--- config.mk ---
export PLATFORM = sky130hd
export DESIGN_NAME = hfc_ctrl
export DESIGN_NICKNAME = d
export VERILOG_FILES = /design/src/design/hfc_pkg.sv /design/src/design/hfc_fifo.sv /design/src/design/hfc_ctrl.sv
export SDC_FILE = /design/constraint.sdc
export NUM_CORES = 2
export LEC_CHECK = 0
export ABC_AREA = 1
export ABC_CLOCK_PERIOD_IN_PS = 6650
export BUFFER_PORTS_ARGS = -buffer_cell sky130_fd_sc_hd__clkbuf_2
export CORE_MARGIN = 2
export CORE_UTILIZATION = 57
export DETAILED_ROUTE_END_ITERATION = 8
export PLACE_DENSITY = 0.76
export SYNTH_ARGS = -nofsm -noshare
export SYNTH_HDL_FRONTEND = slang
export SYNTH_SLANG_ARGS = --single-unit
--- constraint.sdc ---
create_clock -name MCLK -period 6.65 [get_ports MCLK]
set_input_delay 0.9975 -clock MCLK [delete_from_list [all_inputs] [get_ports MCLK]]
set_output_delay 0.9975 -clock MCLK [all_outputs]
set_load 0.02 [all_outputs]
--- src/design/hfc_pkg.sv ---
package hfc_pkg;
    // FIFO geometry
    localparam int DEPTH = 64;
    localparam int AW = 6;
    localparam int CW = 7;
    localparam logic [CW-1:0] FULL_CNT = 7'h40;

    // Register offsets
    localparam logic [3:0] A_CFG = 4'h0;
    localparam logic [3:0] A_TXCTL = 4'h1;
    localparam logic [3:0] A_TXSTAT = 4'h2;
    localparam logic [3:0] A_DATA = 4'h3;
    localparam logic [3:0] A_RXSTAT = 4'h4;
    localparam logic [3:0] A_RXCTL = 4'h5;
    localparam logic [3:0] A_RESET = 4'h6;
    localparam logic [3:0] A_MASK = 4'hE;
    localparam logic [3:0] A_STATUS = 4'hF;

    // Field positions
    localparam int B_LEVEL = 0;
    localparam int B_POL = 1;
    localparam int B_TRANSP = 2;
    localparam int B_TXLAST = 7;
    localparam int B_TXABT = 6;
    localparam int B_LIVE = 7;
    localparam int B_FEP = 7;
    localparam int B_TXRES = 5;
    localparam int B_RXRES = 4;

    // Status bit positions
    localparam int S_TXDONE = 0;
    localparam int S_TXSP = 1;
    localparam int S_UNDR = 2;
    localparam int S_RXLVL = 3;
    localparam int S_RXEOF = 4;
    localparam int S_IDLE = 5;
    localparam int S_OVR = 6;
    localparam logic [6:0] TX_BITS = 7'h07;
    localparam logic [6:0] RX_BITS = 7'h78;
    localparam logic [6:0] LVL_BITS = 7'h0A;

    // Values after reset; overrun status byte
    localparam logic [5:0] TXTHR_RST = 6'h20;
    localparam logic [5:0] RXTHR_RST = 6'h20;
    localparam logic [6:0] MASK_RST = 7'h00;
    localparam logic [6:0] STATUS_RST = 7'h00;
    localparam logic [7:0] OVR_STATUS = 8'h80;

    typedef struct packed {
        logic transparent;
        logic request_polarity;
        logic level_clear_mode;
    } hfc_cfg_t;

    localparam hfc_cfg_t CFG_RST = 3'h0;

    // Transmit entry: frame mark in the MSB
    typedef struct packed {
        logic tx_frame_last;
        logic tx_frame_abort;
        logic [7:0] data;
    } hfc_tx_ent_t;

    // Receive entry: status-byte mark in the MSB
    typedef struct packed {
        logic frame_status_byte;
        logic [7:0] data;
    } hfc_rx_ent_t;
endpackage

--- src/design/hfc_fifo.sv ---
`timescale 1ns/100ps
module hfc_fifo #(
    parameter int W = 8
) (
    // Clock and control
    input wire logic clk,
    input wire logic rst,
    input wire logic ce,
    input wire logic clr,
    // Write side
    input wire logic push,
    input wire logic [W-1:0] din,
    // Read side
    input wire logic pop,
    output logic [W-1:0] dout,
    // Fill state
    output logic [hfc_pkg::CW-1:0] count,
    output logic mark_found,
    output logic [hfc_pkg::CW-1:0] mark_len
);
    import hfc_pkg::*;

    logic [W-1:0] mem [DEPTH];
    logic [AW-1:0] rp, wp, next_rp, next_wp, waddr;
    logic [CW-1:0] next_count;
    logic full, do_pop, do_push, ovw;

    // Pointer arithmetic; a push into a full FIFO rewrites the newest entry
    always_comb begin
        full = (count == FULL_CNT);
        do_pop = pop && (count != '0);
        ovw = push && full && !do_pop;
        do_push = push && (!full || do_pop);
        waddr = ovw ? wp - 6'h01 : wp;
        next_rp = rp + AW'(do_pop);
        next_wp = wp + AW'(do_push);
        next_count = count + CW'(do_push) - CW'(do_pop);
        if (clr) begin
            next_rp = '0;
            next_wp = '0;
            next_count = '0;
        end
        dout = mem[rp];
    end

    // Distance to the first marked entry, inclusive; whole count if none
    always_comb begin
        mark_found = 1'b0;
        mark_len = count;
        for (int i = 0; i < DEPTH; i++) begin
            if (!mark_found && CW'(i) < count && mem[rp + AW'(i)][W-1]) begin
                mark_found = 1'b1;
                mark_len = CW'(i + 1);
            end
        end
    end

    always_ff @(posedge clk) begin
        if (rst) begin
            rp <= '0;
            wp <= '0;
            count <= '0;
        end else if (ce) begin
            rp <= next_rp;
            wp <= next_wp;
            count <= next_count;
        end
    end

    // Storage has no reset; pointers alone define validity
    always_ff @(posedge clk) begin
        if (ce && push && !clr) begin
            mem[waddr] <= din;
        end
    end
endmodule

--- src/design/hfc_ctrl.sv ---
// Notes on behaviour
// - Request pin polarity set by software bit
// - Request asserts on first unmasked, holds until read
// - Event during status read re-asserts request
// - Masking or unmasking updates request immediately
// - Status records conditions regardless of mask
// - Edge mode: status read clears bits
// - Level mode: space/level bits follow cause
// - Live transmit-space copy in transmit status
// - Unframed mode suppresses frame-end, underrun and idle events; frame-done reports drain or underrun
// - Full reset by pin or both bits
// - Outputs off in reset, request inactive after
// - Transmit reset clears FIFO, sets space flag
// - Receive reset clears FIFO and receive flags
// - 64-byte transmit FIFO with frame marks
// - Transmit status reports free byte count
// - Space flag at programmed free threshold
// - Frame-done and underrun transmit events
// - Write to full FIFO overwrites newest byte
// - Status byte per frame, queue count
// - Level flag at programmed fill threshold
// - Receive overrun replaces last byte, raises event
// - Frame-end and idle receive events
`timescale 1ns/100ps
module hfc_ctrl (
    // Clock, reset, enable
    input wire logic MCLK,
    input wire logic RST,
    input wire logic CE,
    // Register port
    input wire logic [3:0] ADDR,
    input wire logic [7:0] WDATA,
    input wire logic WR,
    input wire logic RD,
    output logic [7:0] RDATA,
    // Service request pin
    output logic INT_OUT,
    output logic INT_OE,
    // Transmit engine side
    input wire logic TX_POP,
    output logic TX_READY,
    output logic [7:0] TX_DATA,
    output logic TX_LAST,
    output logic TX_ABORT,
    input wire logic TX_FRAME_DONE,
    input wire logic TX_UNDERRUN,
    output logic TX_RESET,
    // Receive engine side
    input wire logic RX_WR,
    input wire logic RX_MARK,
    input wire logic [7:0] RX_DATA,
    input wire logic RX_IDLE,
    output logic RX_RESET
);
    import hfc_pkg::*;

    // Register decode for one access strobe
    function automatic logic hit(input logic stb, input logic [3:0] a,
                                 input logic [3:0] off);
        hit = stb && (a == off);
    endfunction

    // Software-visible state
    hfc_cfg_t cfg, next_cfg;
    logic [5:0] tx_thr, next_tx_thr, rx_thr, next_rx_thr;
    logic tx_last_bit, next_tx_last_bit, tx_abt_bit, next_tx_abt_bit;
    logic [6:0] mask, next_mask, status, next_status;
    logic tx_cond_q, next_tx_cond_q, rx_cond_q, next_rx_cond_q;
    logic [7:0] next_rdata;
    logic next_int_out;
    logic next_tx_reset, next_rx_reset;

    // Transmit output stage
    logic next_tx_ready;
    logic [7:0] next_tx_data;
    logic next_tx_last, next_tx_abort;

    // Decoded strobes and derived conditions
    logic full_rst, tx_rst, rx_rst;
    logic wr_reset, wr_data, rd_data, rd_status;
    logic tx_push, tx_pop, rx_push, rx_pop;
    logic tx_cond, rx_cond, rx_full, tx_empty_ev;
    logic [6:0] ev, clr_bits;
    logic [CW-1:0] tx_cnt, tx_free, rx_cnt, rx_qlen;
    logic rx_fep;
    hfc_tx_ent_t tx_din, tx_dout;
    hfc_rx_ent_t rx_din, rx_dout;
    logic rx_found_w;
    logic [CW-1:0] rx_qlen_w;

    // Status-byte presence as seen by the receive status register
    function automatic logic rx_mark_found();
        rx_mark_found = rx_found_w;
    endfunction

    // Access decode and reset requests
    always_comb begin
        wr_reset = hit(WR, ADDR, A_RESET);
        wr_data = hit(WR, ADDR, A_DATA);
        rd_data = hit(RD, ADDR, A_DATA);
        rd_status = hit(RD, ADDR, A_STATUS);
        full_rst = wr_reset && WDATA[B_TXRES] && WDATA[B_RXRES];
        tx_rst = full_rst || (wr_reset && WDATA[B_TXRES] && !WDATA[B_RXRES]);
        rx_rst = full_rst || (wr_reset && !WDATA[B_TXRES] && WDATA[B_RXRES]);
    end

    // FIFO traffic; the engine may only pop while TX_READY stands
    always_comb begin
        tx_push = wr_data;
        tx_din = '{tx_frame_last: tx_last_bit, tx_frame_abort: tx_abt_bit,
                   data: WDATA};
        tx_pop = TX_POP && TX_READY;
        tx_free = FULL_CNT - tx_cnt;
        rx_pop = rd_data;
        rx_push = RX_WR;
        rx_full = (rx_cnt == FULL_CNT) && !rx_pop;
        // Overrun stamps the newest slot with an overrun status byte
        if (rx_full) begin
            rx_din = '{frame_status_byte: 1'b1, data: OVR_STATUS};
        end else begin
            rx_din = '{frame_status_byte: RX_MARK && !cfg.transparent,
                       data: RX_DATA};
        end
        rx_fep = rx_mark_found();
        rx_qlen = rx_qlen_w;
    end

    // Transmit FIFO; full writes rewrite the newest byte silently
    hfc_fifo #(.W($bits(hfc_tx_ent_t))) u_txq (
        .clk(MCLK),
        .rst(RST),
        .ce(CE),
        .clr(tx_rst),
        .push(tx_push),
        .din(tx_din),
        .pop(tx_pop),
        .dout(tx_dout),
        .count(tx_cnt),
        .mark_found(),
        .mark_len()
    );

    // Receive FIFO; marks are the per-frame status bytes
    hfc_fifo #(.W($bits(hfc_rx_ent_t))) u_rxq (
        .clk(MCLK),
        .rst(RST),
        .ce(CE),
        .clr(rx_rst),
        .push(rx_push),
        .din(rx_din),
        .pop(rx_pop),
        .dout(rx_dout),
        .count(rx_cnt),
        .mark_found(rx_found_w),
        .mark_len(rx_qlen_w)
    );

    // Conditions and one-cycle events feeding the status register
    always_comb begin
        tx_cond = tx_free >= {1'b0, tx_thr};
        rx_cond = rx_cnt >= {1'b0, rx_thr};
        tx_empty_ev = tx_pop && (tx_cnt == 7'h01) && !tx_push;
        ev = '0;
        if (cfg.transparent) begin
            // Unframed: frame-done reports both drain and underrun
            ev[S_TXDONE] = TX_UNDERRUN || tx_empty_ev;
        end else begin
            ev[S_TXDONE] = TX_FRAME_DONE;
            ev[S_UNDR] = TX_UNDERRUN;
            ev[S_RXEOF] = rx_push && RX_MARK && !rx_full;
            ev[S_IDLE] = RX_IDLE;
        end
        ev[S_OVR] = rx_push && rx_full;
        // Edge mode needs the cause to go away and come back
        ev[S_TXSP] = tx_cond && !tx_cond_q;
        ev[S_RXLVL] = rx_cond && !rx_cond_q;
        if (rd_status) begin
            clr_bits = cfg.level_clear_mode ? ~LVL_BITS : 7'h7F;
        end else begin
            clr_bits = '0;
        end
    end

    // Next state of the register file and request pin
    always_comb begin
        next_cfg = cfg;
        next_tx_thr = tx_thr;
        next_rx_thr = rx_thr;
        next_tx_last_bit = tx_last_bit;
        next_tx_abt_bit = tx_abt_bit;
        next_mask = mask;
        next_tx_cond_q = tx_cond;
        next_rx_cond_q = rx_cond;
        if (hit(WR, ADDR, A_CFG)) begin
            next_cfg = '{transparent: WDATA[B_TRANSP],
                         request_polarity: WDATA[B_POL],
                         level_clear_mode: WDATA[B_LEVEL]};
        end
        if (hit(WR, ADDR, A_TXCTL)) begin
            next_tx_last_bit = WDATA[B_TXLAST];
            next_tx_abt_bit = WDATA[B_TXABT] && !cfg.transparent;
            next_tx_thr = WDATA[5:0];
        end else if (tx_push) begin
            // Marks apply to one byte only
            next_tx_last_bit = 1'b0;
            next_tx_abt_bit = 1'b0;
        end
        if (hit(WR, ADDR, A_RXCTL)) begin
            next_rx_thr = WDATA[5:0];
        end
        if (hit(WR, ADDR, A_MASK)) begin
            next_mask = WDATA[6:0];
        end
        // Set wins over a read clear, so nothing is lost in the read cycle
        next_status = (status & ~clr_bits) | ev;
        if (cfg.level_clear_mode) begin
            next_status[S_TXSP] = tx_cond;
            next_status[S_RXLVL] = rx_cond;
        end
        if (tx_rst) begin
            next_status = (next_status & ~TX_BITS) | 7'h02;
        end
        if (rx_rst) begin
            next_status = next_status & ~RX_BITS;
        end
        if (full_rst) begin
            next_cfg = CFG_RST;
            next_tx_thr = TXTHR_RST;
            next_rx_thr = RXTHR_RST;
            next_tx_last_bit = 1'b0;
            next_tx_abt_bit = 1'b0;
            next_mask = MASK_RST;
            next_status = STATUS_RST;
            // Same edge history as the reset pin leaves behind
            next_tx_cond_q = 1'b1;
            next_rx_cond_q = 1'b0;
        end
        // Level of the pin is a pure function of flags, mask and polarity
        next_int_out = |(next_status & next_mask);
        if (!next_cfg.request_polarity) begin
            next_int_out = !next_int_out;
        end
        next_tx_reset = tx_rst;
        next_rx_reset = rx_rst;
    end

    // Read data, valid only in the cycle after the strobe
    always_comb begin
        next_rdata = '0;
        if (RD) begin
            case (ADDR)
                A_CFG: next_rdata = {5'h00, cfg};
                A_TXCTL: next_rdata = {tx_last_bit, tx_abt_bit, tx_thr};
                A_TXSTAT: next_rdata = {tx_cond, tx_free};
                A_DATA: next_rdata = rx_dout.data;
                A_RXSTAT: next_rdata = {rx_fep, rx_qlen};
                A_RXCTL: next_rdata = {2'h0, rx_thr};
                A_MASK: next_rdata = {1'b0, mask};
                A_STATUS: next_rdata = {1'b0, status};
                default: next_rdata = '0;
            endcase
        end
    end

    // Transmit output stage: a taken pop shows its byte next cycle
    always_comb begin
        next_tx_data = TX_DATA;
        next_tx_last = TX_LAST;
        next_tx_abort = TX_ABORT;
        if (tx_pop) begin
            next_tx_data = tx_dout.data;
            next_tx_last = tx_dout.tx_frame_last;
            next_tx_abort = tx_dout.tx_frame_abort;
        end
        // Conservative: one idle cycle after popping the last byte
        next_tx_ready = (tx_cnt > 7'h01) || (tx_cnt == 7'h01 && !tx_pop);
        if (tx_rst) begin
            next_tx_ready = 1'b0;
        end
    end

    // Register file; CE low freezes everything
    always_ff @(posedge MCLK) begin
        if (RST) begin
            cfg <= CFG_RST;
            tx_thr <= TXTHR_RST;
            rx_thr <= RXTHR_RST;
            tx_last_bit <= 1'b0;
            tx_abt_bit <= 1'b0;
            mask <= MASK_RST;
            status <= STATUS_RST;
            // Space is free out of reset; a low start would fake a rising edge
            tx_cond_q <= 1'b1;
            rx_cond_q <= 1'b0;
        end else if (CE) begin
            cfg <= next_cfg;
            tx_thr <= next_tx_thr;
            rx_thr <= next_rx_thr;
            tx_last_bit <= next_tx_last_bit;
            tx_abt_bit <= next_tx_abt_bit;
            mask <= next_mask;
            status <= next_status;
            tx_cond_q <= next_tx_cond_q;
            rx_cond_q <= next_rx_cond_q;
        end
    end

    // Read port: data stand one cycle, zero otherwise
    always_ff @(posedge MCLK) begin
        if (RST) begin
            RDATA <= 8'h00;
        end else if (CE) begin
            RDATA <= next_rdata;
        end
    end

    // Request pin stays undriven while the reset pin is held
    always_ff @(posedge MCLK) begin
        if (RST) begin
            INT_OUT <= 1'b1;
            INT_OE <= 1'b0;
        end else if (CE) begin
            INT_OUT <= next_int_out;
            INT_OE <= 1'b1;
        end
    end

    // Engine side outputs and one-cycle direction reset pulses
    always_ff @(posedge MCLK) begin
        if (RST) begin
            TX_READY <= 1'b0;
            TX_DATA <= 8'h00;
            TX_LAST <= 1'b0;
            TX_ABORT <= 1'b0;
            TX_RESET <= 1'b0;
            RX_RESET <= 1'b0;
        end else if (CE) begin
            TX_READY <= next_tx_ready;
            TX_DATA <= next_tx_data;
            TX_LAST <= next_tx_last;
            TX_ABORT <= next_tx_abort;
            TX_RESET <= next_tx_reset;
            RX_RESET <= next_rx_reset;
        end
    end
endmodule

== After elaboration in Yosys (flattened, before gate mapping) ==
Memories as Yosys holds them, arrays and structs flattened. A register that Yosys moved wholly into a read port is not among the register bits.
Index checks and enable logic that the tools add are counted.

* Register bits after elaboration: 84
* Bits in latches: 0
* Memory bits (writable): 1,216
* Bits in read-only memories: 0
* Input bits: 31
* Output and inout bits: 23
* Logic and storage cells: 615
* Memories: 2

{| class="wikitable"
|+ Memory list
! name !! words !! width !! rd ports !! clocked after Yosys merged registers in !! wr ports !! line !! source
|-
| u_txq.mem || 64 || 10 || 1 || 1 || 1 || hfc_fifo.sv:23 || <nowiki>logic [W-1:0] mem [DEPTH];</nowiki>
|-
| u_rxq.mem || 64 || 9 || 64 || 1 || 1 || hfc_fifo.sv:23 ||
|}

* Add/sub/neg operators: 74
* $mul: 0
* Divide/modulo/power cells: 0
* Magnitude comparators: 67
* Eq/ne operators: 11
* Shifts and indexed selects: 0
* Muxes and demuxes: 172
* Bitwise logic cells: 4
* Reduce and logical (&&, ||, !) cells: 262

{| class="wikitable"
|+ Operators by type and width
! kind !! count
|-
| 7-bit 2-to-1 mux || 71
|-
| 6-bit by 7-bit < comparator with 1-bit output, first input constant || 32
|-
| 6-bit adder, second input constant || 32
|-
| 1-bit logical AND || 164
|-
| 5-bit by 7-bit < comparator with 1-bit output, first input constant || 16
|-
| 6-bit by 5-bit adder with 6-bit output, second input constant || 16
|-
| 1-bit 2-to-1 mux || 81
|-
| 1-bit logical NOT || 79
|-
| 6-bit 2-to-1 mux || 12
|-
| 8-bit one-hot mux with 8 select lines || 1
|-
| 4-bit by 7-bit < comparator with 1-bit output, first input constant || 8
|-
| 6-bit by 4-bit adder with 6-bit output, second input constant || 8
|-
| 3-bit by 7-bit < comparator with 1-bit output, first input constant || 4
|-
| 6-bit by 1-bit adder with 6-bit output || 4
|-
| 6-bit by 3-bit adder with 6-bit output, second input constant || 4
|-
| 7-bit by 1-bit adder with 7-bit output || 2
|-
| 7-bit bitwise AND || 2
|-
| 7-bit == test, second input constant || 2
|-
| 7-bit by 6-bit >= comparator with 1-bit output || 2
|-
| 1-bit by 7-bit < comparator with 1-bit output, first input constant || 2
|-
| 2-bit by 7-bit < comparator with 1-bit output, first input constant || 2
|-
| 7-bit nonzero test || 2
|-
| 7-bit by 1-bit subtractor with 7-bit output || 2
|-
| 6-bit by 2-bit adder with 6-bit output, second input constant || 2
|-
| 22 further kinds || 40
|}

== Depth between registers and ports, before layout ==
* Word-level depth: 257
* Gate-level depth with buffers: 73
* Mapped depth without buffers: 69

== By module ==
A second synthesis with hierarchy kept.

* Cell total of the unflattened synthesis: 7,893
* Area, all modules: 70,410.0 um^2

{| class="wikitable"
|+ Modules (own cells, without submodules)
! module !! times used !! cells each !! area each (um^2) !! seq. area each (um^2)
|-
| hfc_fifo at u_txq || 1 || 3,766 || 34,749.6 || 19,718.9
|-
| hfc_fifo at u_rxq || 1 || 3,594 || 32,227.2 || 17,797.1
|-
| hfc_ctrl || 1 || 533 || 3,433.3 || 1,121.1
|}

== Worst setup path before layout ==
OpenSTA, ideal clock, no wires.

* Path kind: reg-to-reg
* Start: register u_rxq.rp[2]
* End: register RDATA[4]
* Library setup time: 0.120 ns
* Arrival: 6.052 ns
* Required time: 6.530 ns
* Path slack: 0.478 ns
* Stages on the path, launching flop included: 49
* Buffers on the path: 5
* Cells stage by stage: dfxtp_1 buf_6 inv_2 buf_2 buf_2 ha_1 buf_2 clkinv_1 clkbuf_1 nand3_1 nand3_1 nand3_1 nand3_1 nand3_1 nand3_2 nor2_4 nand4_4 nor2_4 [... 13 more ...] nor2_2 nand4_1 nor2_2 nand4_2 nor2_2 nand4_1 nor2_2 nand4_2 nor2_2 nand4_2 nor2_4 nand4_2 nor2_4 nand4_2 nand3_1 nand2_1 nand2_1 a21oi_2

* Longest elaborated chain between the ends: 254
* Elaborated cells on any way between the ends: 378

{| class="wikitable"
|+ Ends and longest elaborated chain
! element !! line !! source
|-
| start: declaration || hfc_fifo.sv:24 || <nowiki>logic [AW-1:0] rp, wp, next_rp, next_wp, waddr;</nowiki>
|-
| start signal: assignment || hfc_fifo.sv:64 || <nowiki>rp <= next_rp;</nowiki>
|-
| 6-bit by 1-bit adder with 6-bit output || hfc_fifo.sv:51 || <nowiki>if (!mark_found && CW'(i) < count && mem[rp + AW'(i)][W-1]) begin</nowiki>
|-
| memory read 64 x 9 bit * || - ||
|-
| 1-bit logical AND || hfc_fifo.sv:51 ||
|-
| 1-bit 2-to-1 mux || hfc_fifo.sv:51 ||
|-
| 1-bit logical NOT || hfc_fifo.sv:51 ||
|-
| 1-bit logical AND (2 in series) || hfc_fifo.sv:51 ||
|-
| 1-bit 2-to-1 mux || hfc_fifo.sv:51 ||
|-
| 1-bit logical NOT || hfc_fifo.sv:51 ||
|-
| [... 235 more ...] || - ||
|-
| 1-bit logical NOT || hfc_fifo.sv:51 ||
|-
| 1-bit logical AND (2 in series) || hfc_fifo.sv:51 ||
|-
| 1-bit 2-to-1 mux || hfc_fifo.sv:51 ||
|-
| 1-bit logical NOT || hfc_fifo.sv:51 ||
|-
| 1-bit logical AND (2 in series) || hfc_fifo.sv:51 ||
|-
| 7-bit 2-to-1 mux * || hfc_fifo.sv:51 ||
|-
| 8-bit one-hot mux with 8 select lines * || hfc_ctrl.sv:251 || <nowiki>case (ADDR)</nowiki>
|-
| 8-bit 2-to-1 mux * || hfc_ctrl.sv:250 || <nowiki>if (RD) begin</nowiki>
|-
| end signal: assignment || hfc_ctrl.sv:313 || <nowiki>RDATA <= next_rdata;</nowiki>
|-
| end: declaration || hfc_ctrl.sv:35 || <nowiki>output logic [7:0] RDATA,</nowiki>
|}

Mark *: on every way between the ends. The rest lies on a longest branch, timed or not.
A chain may end at the register's enable or synchronous reset.

== Final worst setup path ==
* Start: register u_rxq.rp[1]
* End: register RDATA[3]

Same word-level chain as after synthesis.

==> results.json <==
{
  "status": "completed",
  "cts_max_path_buffers": 3,
  "whs_ns": 0.466,
  "layout_min_cycle_time_ns": 6.29,
  "p_total_uw": 19700,
  "clock_skew_ns": 0.0247,
  "crit_fanout": 8,
  "hp-class": "register to register",
  "synth_cell_types": 71,
  "critPathMostFrequentCell": "nor2_2",
  "first_pass_iters": 6,
  "syn_avg_cell_area_sq_um": 10.1,
  "grt_pass1_wl_um": 275000,
  "rsz0062_at_grt": "true",
  "final_cell_mix": "edfxtp_1 (1216), nor2_1 (1028), o21ai_0 (832)",
  "worst_r2r_path_depth": 45,
  "synth_cells": 6115,
  "p_comb_share_pct": 15.3,
  "leakage_uw": 0.0252,
  "cp_num_buf_inv": 3,
  "internal-power_uw": 14300,
  "pwr-share-clk_pct": 37.0,
  "hold_violations": 0,
  "grt_pass1_vias": 44600,
  "core_sq_mm": 0.107,
  "r2r-start": "u_rxq.rp[1]",
  "die_h_um": 333,
  "drive_gt1_share_pct": 11.5,
  "powerDensity_mw_per_mm2": 282,
  "critPathKind": "register to register",
  "grt_use_total_pct": 32.7,
  "syn_area_sq_mm": 0.0618,
  "synth_seq_cells": 1316,
  "clk_latency_ns": 0.75,
  "cp.depth": 45,
  "start_kind": "register",
  "seq_area_frac_synth_pct": 62.3,
  "dieArea_sq_mm": 0.111,
  "whs_path_depth": 2,
  "worst_pin_slew_ns": 1.45,
  "arrival_ns": 6.89,
  "synthFlopType": "edfxtp_1",
  "cp_slowest_cell": "dfxtp_4",
  "cap_violations": 0,
  "p_seq_share_pct": 47.7,
  "synth_edf_count": 1216,
  "grt_overflow": 0,
  "period_share_pct": 94.6,
  "vias": 49000,
  "crit_path_max_incr_delay_ns": 0.38,
  "numClockSinks": 1316,
  "synth_fp_nets": 6221,
  "final_common_cell": "edfxtp_1",
  "postRouteAntennaNets": 0,
  "drc": 0,
  "cts_buffers": 133,
  "cts_hold_buf": 0,
  "final_max_slew_viol_count": 0,
  "cts.htree.levels": 4,
  "setup_viol": 0,
  "irDropWorstVdd_v": 0.000277,
  "cts_tree": "built",
  "gp_congestion": 1.08,
  "p_switching_uw": 5360,
  "first_iter_violations": 6971,
  "dieWidth_um": 333,
  "dp_hpwl_um": 120000,
  "swShare_pct": 27.2,
  "fmax_mhz": 159,
  "cts.clk_slew.worst_paths_ns": 0.06,
  "drt_wl_total_um": 187000,
  "cts_root_buf": "clkbuf_16",
  "drt-wirelength-per-cell_um": 24.3,
  "vias_per_cell": 6.37,
  "cp.required_ns": 7.25,
  "area_delta_synth_final_pct": 12.7,
  "end_kind": "register",
  "crit_path_start": "u_rxq.rp[1]",
  "nets": 6290,
  "grt_max_degree": 213,
  "port_buffers": 53,
  "start_util_pct": 57.6,
  "hp-start": "INT_OUT",
  "fillerInstances": 8145,
  "synth_warnings": 0,
  "slew_headroom_pct": 2.08,
  "ios": 54,
  "synthArstFlopShare_pct": 0,
  "rows": 120,
  "cp_top_family": "simple AND/OR/NAND/NOR gates",
  "antenna_found_initial": 2,
  "antenna_cells": 0
}
state kept, by name, indices dropped and copies added, names as in the netlist, 7 cells and up, named ones only:
signal,count
RDATA,8
TX_DATA,8
mask,7
status,7
u_rxq.count,7
u_rxq.mem,576
u_txq.count,7
u_txq.mem,640
worst reg2reg max path, delay by kind of cell (launching register included):
kind            cells  cell delay [ns]
compound gates      1             0.05
fa+ha+maj           1             0.31
simple gates       40             5.03
flops               1             0.38
buf+inv             3             0.33
final cells by class:
cell class	count	area, sq um	area share (%)
sequential	1316	38500	55.3
clock inverter	74	739	1.06
multi-input combinational	4085	21400	30.8
timing repair buffer	267	2210	3.18
clock buffer	165	3480	5.00
timing repair inverter	1	5.00	0.00718
tap	1403	1760	2.52
inverter	380	1490	2.14
metal layers:
layer | vias up | wire [um] | track usage (%) | part of all wire, %
li1 | 22000 | - | - | -
met1 | 23600 | 74800 | 46.9 | 40
met2 | 2942 | 84700 | 49.8 | 45
met3 | 396 | 20700 | 6.47 | 11
met4 | 0 | 6780 | 11.7 | 3.6
met5 | - | 0 | 0 | 0
cell usage after synthesis, types with 55 or more instances:
master,instances,share of area (%)
edfxtp_1,1216,59
nor2_1,1036,6.3
o21ai_0,841,6.8
nand2_1,750,4.6
nand3_1,550,4.5
inv_1,353,2.1
clkbuf_1,259,1.6
o22ai_1,252,2.6
a21oi_1,142,1.2
dfxtp_1,100,3.2
o221ai_1,87,1.2
ha_1,73,1.5
xor2_1,55,0.78
cells by family after synthesis:
logic type                 Yosys count  share of synthesized area (%)
muxes                                3                         0.0526
and+or+nand+nor                   2477                           16.9
AOI/OAI and AO/OA                 1465                           13.5
xor gates and xnor gates            65                           1.05
adders and majority gates           75                           1.54
buffers and inverters              714                           4.61
DFF                               1316                           62.3
power groups by stage:
stage,Sequential (uW),Combinational [uW],Clock (uW)
floorplan,9560,1870,0
global placement,9550,2840,0
detailed placement,9560,2870,0
CTS,9380,2880,7320
global route,9380,3300,7630
finish,9380,3010,7280
path summary, 6_finish.rpt:
path,endpoint,slack [ns]
worst max-delay path,RDATA[3],0.36
worst min-delay path,INT_OUT,0.47
worst max register to register,RDATA[3],0.36
worst min register to register,INT_OUT,0.47
per-stage QoR:
stage | worst slack, ns | cell area (sq um) | util, % | instances | TNS, ns
floorplan | 0.478 | 61800 | - | 6115 | 0
global route | -0.0487 | 69700 | 64.9 | 7691 | -0.275
CTS | 0.0161 | 68100 | 63.4 | 7645 | 0
finish | 0.359 | 69700 | 64.9 | 7691 | 0
global placement | 0.212 | 63800 | 59.5 | 7406 | 0
detailed placement | 0.0508 | 63800 | 59.5 | 7406 | 0
timing repair:
action	4_1_cts	5_1_grt
resized for setup	0	242
buffers inserted	0	37
hold endpoints to repair	0	0
endpoints found under the setup margin	0	8
No activity file was read; power rests on OpenSTA's default activity.
